==> config.mk <==
export PLATFORM = sky130hd
export DESIGN_NAME = slt_top
export DESIGN_NICKNAME = d
export VERILOG_FILES = /design/src/slt_pkg.sv /design/src/slt_top.sv /design/src/slt_tick.sv
export VERILOG_INCLUDE_DIRS = /design/src
export SDC_FILE = /design/constraint.sdc
export NUM_CORES = 1
export LEC_CHECK = 0
export BUFFER_PORTS_ARGS = -buffer_cell sky130_fd_sc_hd__buf_2
export CORE_MARGIN = 4
export CORE_UTILIZATION = 55
export CTS_BUF_LIST = sky130_fd_sc_hd__clkbuf_8 sky130_fd_sc_hd__clkbuf_16
export CTS_CLUSTER_SIZE = 25
export DETAILED_ROUTE_END_ITERATION = 8
export PLACE_DENSITY_LB_ADDON = 0.15
export SLEW_MARGIN = 20
export SYNTH_ARGS = -nofsm -noshare
export SYNTH_HDL_FRONTEND = slang
export SYNTH_SLANG_ARGS = --single-unit
export TNS_END_PERCENT = 50
==> constraint.sdc <==
create_clock -name clk -period 4.1 [get_ports clk]
set_input_delay 0.82 -clock clk [delete_from_list [all_inputs] [get_ports clk]]
set_output_delay 0.82 -clock clk [all_outputs]
set_load 0.1 [all_outputs]
==> src/slt_regs.svh <==
`ifndef SLT_REGS_SVH
`define SLT_REGS_SVH

// ==========================================================
// Register byte addresses
`define SLT_ADDR_CLKEN   32'h4000_0008
`define SLT_ADDR_CFG     32'h4000_600C
`define SLT_ADDR_CNTH    32'h4000_6010
`define SLT_ADDR_CNTL    32'h4000_6014
`define SLT_ADDR_CMPAH   32'h4000_6018
`define SLT_ADDR_CMPAL   32'h4000_601C
`define SLT_ADDR_CMPBH   32'h4000_6020
`define SLT_ADDR_CMPBL   32'h4000_6024
`define SLT_ADDR_FLAGS   32'h4000_A014
`define SLT_ADDR_MASK    32'h4000_A054

// ==========================================================
// Configuration field positions
`define SLT_CFG_CLKSEL   0
`define SLT_CFG_DIV_LO   4
`define SLT_CFG_DIV_HI   7
`define SLT_CFG_DBGPAUSE 10
`define SLT_CFG_ENABLE   11
`define SLT_CFG_DIR      12

// ==========================================================
// Clock enable, flag and mask bit positions
`define SLT_CLKEN_XTAL   0
`define SLT_CLKEN_RC     1
`define SLT_EV_WRAP      0
`define SLT_EV_MATCHA    1
`define SLT_EV_MATCHB    2

// ==========================================================
// Reset values and counter limits
`define SLT_RST_HALF     16'hFFFF
`define SLT_RST_CMP      32'hFFFF_FFFF
`define SLT_RST_COUNT    32'h0000_0000
`define SLT_RST_DIV      4'h0
`define SLT_RST_EV       3'h0
`define SLT_RST_RUNPIPE  2'h0
`define SLT_CNT_MAX      32'hFFFF_FFFF
`define SLT_CNT_MIN      32'h0000_0000

`endif

==> src/slt_pkg.sv <==
package slt_pkg;
  typedef enum logic [2:0] {
    SLT_AWAKE   = 3'h1,
    SLT_DS_RCON = 3'h2,
    SLT_DS_RCOF = 3'h4
  } slt_state_t;
endpackage : slt_pkg

==> src/slt_top.sv <==
`timescale 1ns/1ps
`include "slt_regs.svh"

// Functional notes
// Tick source is the 1 kHz RC when select is 0 (reset), else 32 kHz.
// Clock select changes only while the run enable bit is 0.
// Reading count high returns bits 31:16 and latches bits 15:0.
// Software reads count high first, then count low.
// Writing a match low register only fills the hold register.
// Writing match high loads high half and moves hold into low half.
// Software changes match values only while run enable is 0.
// Changing a match while running may raise a spurious event.
// Flag bits: match B at 2, match A at 1, rollover at 0.
// Writing 1 clears a flag, writing 0 leaves it.
// Mask bits 2..0 enable match B, match A, rollover; all clear at reset.
// Deep sleep request with wait-for-event: RC keepalive off gives mode 2, on gives 1.
// Clock enables: bit 1 RC keepalive, bit 0 crystal; reset sets bit 1 only.
// Run enable starts and stops counting after 2 to 3 selected clock periods; the code stops after two source edges (1 to 2 periods).
// Direction 0 counts up, 1 counts down; changes only while disabled.
// Prescaler divides selected clock by two to the power N, changed only while disabled.
// Match flags set when counter equals match; rollover flag set on wrap.
// Interrupt request high while any flag is set with its mask bit.
module slt_top import slt_pkg::*; (
  input  wire logic        clk,
  input  wire logic        rstn,
  input  wire logic [31:0] addr,
  input  wire logic [31:0] wrData,
  input  wire logic        wrStrobe,
  input  wire logic        rdStrobe,
  output logic      [31:0] rdData,
  input  wire logic        clk1k,
  input  wire logic        clk32k,
  input  wire logic        debugHalt,
  input  wire logic        waitForEvent,
  input  wire logic        deepSleepRequest,
  input  wire logic        wakeEvent,
  output logic             irq,
  output logic             rcKeepaliveEnable,
  output logic             crystalEnable,
  output logic             deepSleepRcOn,
  output logic             deepSleepRcOff
);
  logic        cfgClkSel_reg;
  logic [3:0]  cfgPrescale_reg;
  logic        cfgDbgPause_reg;
  logic        cfgEnable_reg;
  logic        cfgDir_reg;
  logic        clkenRc_reg;
  logic        clkenXtal_reg;
  logic [31:0] count_reg;
  logic [31:0] count_next;
  logic [15:0] cntLow_reg;
  logic [31:0] cmpA_reg;
  logic [31:0] cmpB_reg;
  logic [15:0] holdA_reg;
  logic [15:0] holdB_reg;
  logic [2:0]  flags_reg;
  logic [2:0]  mask_reg;
  logic [2:0]  events;
  logic [1:0]  runPipe_reg;
  logic [31:0] rdData_next;
  slt_state_t  state_reg;
  logic        srcEdge;
  logic        divTick;
  logic        runActive;
  logic        step;
  logic        wrCfg;
  logic        cfgUnlocked;

  // ==========================================================
  // Bus decode
  function automatic logic hit(input logic [31:0] a, input logic [31:0] target);
    hit = (a == target);
  endfunction : hit

  assign wrCfg       = wrStrobe && hit(addr, `SLT_ADDR_CFG);
  assign cfgUnlocked = !cfgEnable_reg;

  // ==========================================================
  // Configuration register
  always_ff @(posedge clk) begin
    if (!rstn) begin
      cfgEnable_reg   <= 1'b0;
      cfgDbgPause_reg <= 1'b1;
    end else if (wrCfg) begin
      cfgEnable_reg   <= wrData[`SLT_CFG_ENABLE];
      cfgDbgPause_reg <= wrData[`SLT_CFG_DBGPAUSE];
    end
  end

  // Mode fields are locked while the enable bit is set; the count still runs up to two source edges after it clears
  always_ff @(posedge clk) begin
    if (!rstn) begin
      cfgClkSel_reg   <= 1'b0;
      cfgPrescale_reg <= `SLT_RST_DIV;
      cfgDir_reg      <= 1'b0;
    end else if (wrCfg && cfgUnlocked) begin
      cfgClkSel_reg   <= wrData[`SLT_CFG_CLKSEL];
      cfgPrescale_reg <= wrData[`SLT_CFG_DIV_HI:`SLT_CFG_DIV_LO];
      cfgDir_reg      <= wrData[`SLT_CFG_DIR];
    end
  end

  // ==========================================================
  // Low frequency clock enables
  always_ff @(posedge clk) begin
    if (!rstn) begin
      clkenRc_reg   <= 1'b1;
      clkenXtal_reg <= 1'b0;
    end else if (wrStrobe && hit(addr, `SLT_ADDR_CLKEN)) begin
      clkenRc_reg   <= wrData[`SLT_CLKEN_RC];
      clkenXtal_reg <= wrData[`SLT_CLKEN_XTAL];
    end
  end

  assign rcKeepaliveEnable = clkenRc_reg;
  assign crystalEnable     = clkenXtal_reg;

  // ==========================================================
  // Tick generation
  slt_tick #(
    .DIV_W       (16)
  ) slt_tick_i (
    .clk         (clk),
    .rstn        (rstn),
    .clk1k       (clk1k),
    .clk32k      (clk32k),
    .srcSel      (cfgClkSel_reg),
    .prescaleExp (cfgPrescale_reg),
    .divClear    (!runActive),
    .srcEdge     (srcEdge),
    .divTick     (divTick)
  );

  // Enable follows the register through two source edges
  always_ff @(posedge clk) begin
    if (!rstn) begin
      runPipe_reg <= `SLT_RST_RUNPIPE;
    end else if (srcEdge) begin
      runPipe_reg <= {runPipe_reg[0], cfgEnable_reg};
    end
  end

  assign runActive = runPipe_reg[1];
  assign step      = divTick && runActive && !(debugHalt && cfgDbgPause_reg);

  // ==========================================================
  // Counter
  assign count_next = cfgDir_reg ? count_reg - 32'h1 : count_reg + 32'h1;

  always_ff @(posedge clk) begin
    if (!rstn) begin
      count_reg <= `SLT_RST_COUNT;
    end else if (step) begin
      count_reg <= count_next;
    end
  end

  // Low half latch; valid only after a high-half read
  always_ff @(posedge clk) begin
    if (!rstn) begin
      cntLow_reg <= 16'h0000;
    end else if (rdStrobe && hit(addr, `SLT_ADDR_CNTH)) begin
      cntLow_reg <= count_reg[15:0];
    end
  end

  // ==========================================================
  // Match registers with hold stage
  always_ff @(posedge clk) begin
    if (!rstn) begin
      holdA_reg <= `SLT_RST_HALF;
      holdB_reg <= `SLT_RST_HALF;
    end else if (wrStrobe) begin
      if (hit(addr, `SLT_ADDR_CMPAL)) begin
        holdA_reg <= wrData[15:0];
      end
      if (hit(addr, `SLT_ADDR_CMPBL)) begin
        holdB_reg <= wrData[15:0];
      end
    end
  end

  // No lock here: software owns the spurious-event hazard while running
  always_ff @(posedge clk) begin
    if (!rstn) begin
      cmpA_reg <= `SLT_RST_CMP;
      cmpB_reg <= `SLT_RST_CMP;
    end else if (wrStrobe) begin
      if (hit(addr, `SLT_ADDR_CMPAH)) begin
        cmpA_reg <= {wrData[15:0], holdA_reg};
      end
      if (hit(addr, `SLT_ADDR_CMPBH)) begin
        cmpB_reg <= {wrData[15:0], holdB_reg};
      end
    end
  end

  // ==========================================================
  // Events, flags and mask
  assign events[`SLT_EV_WRAP]   = step &&
    (cfgDir_reg ? count_reg == `SLT_CNT_MIN : count_reg == `SLT_CNT_MAX);
  assign events[`SLT_EV_MATCHA] = step && (count_next == cmpA_reg);
  assign events[`SLT_EV_MATCHB] = step && (count_next == cmpB_reg);

  // Set wins over a clear in the same cycle
  always_ff @(posedge clk) begin
    if (!rstn) begin
      flags_reg <= `SLT_RST_EV;
    end else if (wrStrobe && hit(addr, `SLT_ADDR_FLAGS)) begin
      flags_reg <= (flags_reg & ~wrData[2:0]) | events;
    end else begin
      flags_reg <= flags_reg | events;
    end
  end

  always_ff @(posedge clk) begin
    if (!rstn) begin
      mask_reg <= `SLT_RST_EV;
    end else if (wrStrobe && hit(addr, `SLT_ADDR_MASK)) begin
      mask_reg <= wrData[2:0];
    end
  end

  assign irq = |(flags_reg & mask_reg);

  // ==========================================================
  // Deep sleep mode selection
  always_ff @(posedge clk) begin
    if (!rstn) begin
      state_reg <= SLT_AWAKE;
    end else begin
      case (state_reg)
        SLT_AWAKE: begin
          if (waitForEvent && deepSleepRequest) begin
            state_reg <= clkenRc_reg ? SLT_DS_RCON : SLT_DS_RCOF;
          end
        end
        SLT_DS_RCON, SLT_DS_RCOF: begin
          if (wakeEvent) begin
            state_reg <= SLT_AWAKE;
          end
        end
        default: begin
          state_reg <= SLT_AWAKE;
        end
      endcase
    end
  end

  assign deepSleepRcOn  = (state_reg == SLT_DS_RCON);
  assign deepSleepRcOff = (state_reg == SLT_DS_RCOF);

  // ==========================================================
  // Read data, one cycle after the strobe
  always_comb begin
    rdData_next = 32'h0000_0000;
    case (addr)
      `SLT_ADDR_CLKEN: begin
        rdData_next[`SLT_CLKEN_RC]   = clkenRc_reg;
        rdData_next[`SLT_CLKEN_XTAL] = clkenXtal_reg;
      end
      `SLT_ADDR_CFG: begin
        rdData_next[`SLT_CFG_CLKSEL]                 = cfgClkSel_reg;
        rdData_next[`SLT_CFG_DIV_HI:`SLT_CFG_DIV_LO] = cfgPrescale_reg;
        rdData_next[`SLT_CFG_DBGPAUSE]               = cfgDbgPause_reg;
        rdData_next[`SLT_CFG_ENABLE]                 = cfgEnable_reg;
        rdData_next[`SLT_CFG_DIR]                    = cfgDir_reg;
      end
      `SLT_ADDR_CNTH:  rdData_next[15:0] = count_reg[31:16];
      `SLT_ADDR_CNTL:  rdData_next[15:0] = cntLow_reg;
      `SLT_ADDR_CMPAH: rdData_next[15:0] = cmpA_reg[31:16];
      `SLT_ADDR_CMPAL: rdData_next[15:0] = holdA_reg;
      `SLT_ADDR_CMPBH: rdData_next[15:0] = cmpB_reg[31:16];
      `SLT_ADDR_CMPBL: rdData_next[15:0] = holdB_reg;
      `SLT_ADDR_FLAGS: rdData_next[2:0]  = flags_reg;
      `SLT_ADDR_MASK:  rdData_next[2:0]  = mask_reg;
      default:         rdData_next       = 32'h0000_0000;
    endcase
  end

  always_ff @(posedge clk) begin
    if (!rstn) begin
      rdData <= 32'h0000_0000;
    end else if (rdStrobe) begin
      rdData <= rdData_next;
    end else begin
      rdData <= 32'h0000_0000;
    end
  end
endmodule : slt_top

==> src/slt_tick.sv <==
`timescale 1ns/1ps
`include "slt_regs.svh"

module slt_tick import slt_pkg::*; #(
  parameter int DIV_W = 16
) (
  input  wire logic       clk,
  input  wire logic       rstn,
  input  wire logic       clk1k,
  input  wire logic       clk32k,
  input  wire logic       srcSel,
  input  wire logic [3:0] prescaleExp,
  input  wire logic       divClear,
  output logic            srcEdge,
  output logic            divTick
);
  logic             src1k_reg;
  logic             src32k_reg;
  logic             srcNow;
  logic             srcPrev_reg;
  logic [DIV_W-1:0] divCnt_reg;
  logic [DIV_W-1:0] divLimit;

  // ==========================================================
  // Source select and edge detect
  always_ff @(posedge clk) begin
    if (!rstn) begin
      src1k_reg   <= 1'b0;
      src32k_reg  <= 1'b0;
      srcPrev_reg <= 1'b0;
    end else begin
      src1k_reg   <= clk1k;
      src32k_reg  <= clk32k;
      srcPrev_reg <= srcNow;
    end
  end

  assign srcNow  = srcSel ? src32k_reg : src1k_reg;
  assign srcEdge = srcNow & ~srcPrev_reg;

  // ==========================================================
  // Divide by two to the power N
  assign divLimit = DIV_W'((32'h1 << prescaleExp) - 32'h1);

  always_ff @(posedge clk) begin
    if (!rstn || divClear) begin
      divCnt_reg <= '0;
      divTick    <= 1'b0;
    end else if (srcEdge) begin
      divTick    <= (divCnt_reg == divLimit);
      divCnt_reg <= (divCnt_reg == divLimit) ? '0 : divCnt_reg + 1'b1;
    end else begin
      divTick    <= 1'b0;
    end
  end
endmodule : slt_tick

==> impl_metrics.env <==
export IMPL_fillers=1871
export IMPL_drive_gt1_share_pct=19.88
export IMPL_rr_worst_depth=12
export IMPL_die_h_um=156.5
export IMPL_cp_slowest_cell="or4_1"
export IMPL_cpPeakStageDelay_ns=0.55
export IMPL_slew_viol_final=0
export IMPL_core_area_um2=21760
export IMPL_ys_ff_latch=201
export IMPL_grtUsageTotal_pct=33.19
export IMPL_async_flop_share_pct=0
export IMPL_start_util_pct=55.76
export IMPL_place_ws_ns=-0.1226
export IMPL_worst_slack_ns=0.08726
export IMPL_cp_max_fo=9
export IMPL_io_pins=111
export IMPL_peakVddDrop_mv=0.3329
export IMPL_worstPathRequired_ns=4.56
export IMPL_via_count=12492
export IMPL_p_clk_share_pct=49.2
export IMPL_gr_total_overflow=0
export IMPL_yosysTopAreaCell="dfxtp_1"
export IMPL_fin_nets=1821
export IMPL_yosysTopAreaCellShare_pct=33.17
export IMPL_yosysUniqueCellTypes=78
export IMPL_clock_sinks=201
export IMPL_p_int_mw=3.249
export IMPL_rows=54
export IMPL_first_iter_violations=1658
export IMPL_outcome="finished clean"
export IMPL_wl_per_cell_um=21.31
export IMPL_synth_ff_type="dfxtp_1"
export IMPL_switchingPower_mw=1.004
export IMPL_cts_clk_slew_worst_paths_ns=0.06
export IMPL_start_kind="flip-flop"
export IMPL_fin_cells=2010
export IMPL_drtAntennaViolNets=0
export IMPL_antenna_found_initial=1
export IMPL_tightest_slew_ns=0.8140
export IMPL_dr_pass1_iters=5
export IMPL_synth_edf_count=0
export IMPL_h_tree_depth=1
export IMPL_postPlaceCellArea_um2=13650
export IMPL_maxCapViolCount=0
export IMPL_place_congestion=0.9446
export IMPL_final_min_clock_period_ns=4.013
export IMPL_critical_path_cell_chain="buf_6 -> ha_1 -> o211a_1 -> a221o_1 -> a31o_2 -> a2111o_1 -> a21oi_4 -> o31a_1 -> o31ai_1 -> or4_1 -> or4_4 -> nand2_1"
export IMPL_grt_pass1_vias=11298
export IMPL_fmax_mhz=249.2
export IMPL_crit_type="reg -> reg"
export IMPL_insertion_delay_ns=0.52
export IMPL_post_synth_inst_count=1543
export IMPL_avgSynthCellArea_um2=7.862
export IMPL_syn_area_um2=12130
export IMPL_leakage_nw=6.203
export IMPL_grt_max_degree=64
export IMPL_synth_yosys_seq_area_share_pct=33.17
export IMPL_finalSetupViolCount=0
export IMPL_power_frac_seq_pct=46.0
export IMPL_die_width_um=156.5
export IMPL_p_sw_share_pct=23.61
export IMPL_p_comb_share_pct=4.7
export IMPL_skew_ns=0.02308
export IMPL_synth_warning_count=0
export IMPL_rsz0062_at_grt="false"
export IMPL_relSlewSlack_pct=45.73
export IMPL_grt_pass1_wl_mm=63.51
export IMPL_port_buffer_count=78
export IMPL_finalHoldViolations=0
export IMPL_multiInputGateArea_um2=7729
export IMPL_seq_area_um2=4028
export IMPL_hp_class="reg -> reg"
export IMPL_via_per_inst=6.215
export IMPL_drc=0
export IMPL_area_growth_pct=20.26
export IMPL_cp_depth=12
export IMPL_path_delay_family="compound AO/OA/AOI/OAI gates"
export IMPL_routed_wl_mm=42.84
export IMPL_netlist_top_cells_area="dfxtp_1 33%, nand2_1 10%, nand3_1 5.2%"
export IMPL_final_cell_area_um2=14590
export IMPL_final_cell_mix="330 x nand2_1, 200 x dfxtp_1, 165 x buf_4"
export IMPL_die_area_um2=24500
export IMPL_hpwl_mm=31.33
export IMPL_cp_arrival_ns=4.47
export IMPL_cp_num_buf_inv=1
export IMPL_cellPowerDensity_nw_per_um2=291.6
export IMPL_fin_crit_sh_pct=97.87
export IMPL_min_path_cells=2
export IMPL_num_antenna_cells=0
export IMPL_layout_commonest_cell="nand2_1"
export IMPL_cts_root_buf="clkbuf_16"
export IMPL_critPathCaptureType="flip-flop"
export IMPL_cts_buffer_depth=3
export IMPL_cts_tree="done"
export IMPL_cts_made_buffers=23
export IMPL_placedCellCount=1965
==> logic make-up after synthesis <==
kind of cell,synth area share (%)
xor gates and xnor gates,10.14
DFF,33.17
buffers and inverters,4.754
other,0.03091
and+or+nand+nor,28.34
adders and majority gates,3.465
AOI/OAI and AO/OA,15.35
muxes,4.755
==> final cells by class <==
class	instances	share of cell area (%)
Multi-Input combinational cell	1225	52.98
Sequential cell	201	27.61
Timing Repair Buffer	244	11.29
Clock buffer	25	4.134
Tap cell	280	2.401
Clock inverter	16	1.106
Inverter	19	0.4889
==> timing repair <==
item                                    in CTS  in global routing
hold buffers                                 0                  0
buffers inserted                             0                  4
endpoints found under the setup margin       2                  2
gates resized for setup                      2                 31
gates cloned                                 0                  0
pin swaps                                    0                 11
==> path summary, 6_finish.rpt <==
kind	from	slack, ns	to
worst max-delay path	cfgDir_reg$_SDFFE_PN0P_	0.09	flags_reg[1]$_SDFF_PN0_
worst min-delay path	cntLow_reg[13]$_SDFFE_PN0P_	0.45	cntLow_reg[13]$_SDFFE_PN0P_
worst max register to register	cfgDir_reg$_SDFFE_PN0P_	0.09	flags_reg[1]$_SDFF_PN0_
worst min register to register	cntLow_reg[13]$_SDFFE_PN0P_	0.45	cntLow_reg[13]$_SDFFE_PN0P_
==> layer usage <==
metal,part of all wire [%],vias up,global-route usage [%]
li1,-,5825,-
met1,40,5906,45.64
met2,45,628,50.47
met3,11,131,6.886
met4,4.8,2,14.79
met5,0.030,-,0
==> cells in the mapped netlist, drive strengths merged, types with 6 or more instances <==
cell     number
nand4        32
nor3         25
clkbuf       87
mux2i        25
xnor2        40
nor3b         6
a21o         13
o21a          9
o21bai        6
or4          11
and3          7
xnor3        16
nand2b       13
nand3       127
mux2         13
ha           32
mux4          8
o2111ai       7
or2           6
and4          8
o211ai       10
a22oi        25
nor2        118
a211oi        7
xor2         43
a31oi        13
or3          11
a222oi       10
a21oi       101
inv          19
and2          9
dfxtp       201
nor2b         7
nand2       330
buf          26
o21ai        33
xor3          6
nor4         23
==> power by group through the flow <==
stage	Combinational (mW)	Clock [mW]	Sequential, mW
6_report	0.201	2.09	1.96
5_1_grt	0.207	2.18	1.96
4_1_cts	0.196	2.10	1.96
3_5_place_dp	0.195	0	2.00
3_3_place_gp	0.194	0	2.00
2_1_floorplan	0.143	0	2.00
==> stage by stage <==
stage / utilization [%] / hold WS (ns) / total power [mW] / setup TNS (ns)
after floorplan: - / 0.4289 / 2.145 / 0
after global placement: 62.73 / 0.4405 / 2.196 / -0.02845
after detailed placement: 62.73 / 0.4440 / 2.198 / -0.1226
after CTS: 66.28 / 0.4521 / 4.258 / 0
after global routing: 67.06 / 0.4668 / 4.345 / 0
final: 67.06 / 0.4533 / 4.254 / 0
==> worst register-to-register path: cells and delay by family (launching register included) <==
| kind | cells | cell delay, ns |
|---|---|---|
| AOI/OAI and AO/OA | 7 | 1.90 |
| and+or+nand+nor | 3 | 1.11 |
| DFF | 1 | 0.45 |
| adders and majority gates | 1 | 0.29 |
| buffers and inverters | 1 | 0.20 |
No activity file was read; power rests on OpenSTA's default activity.
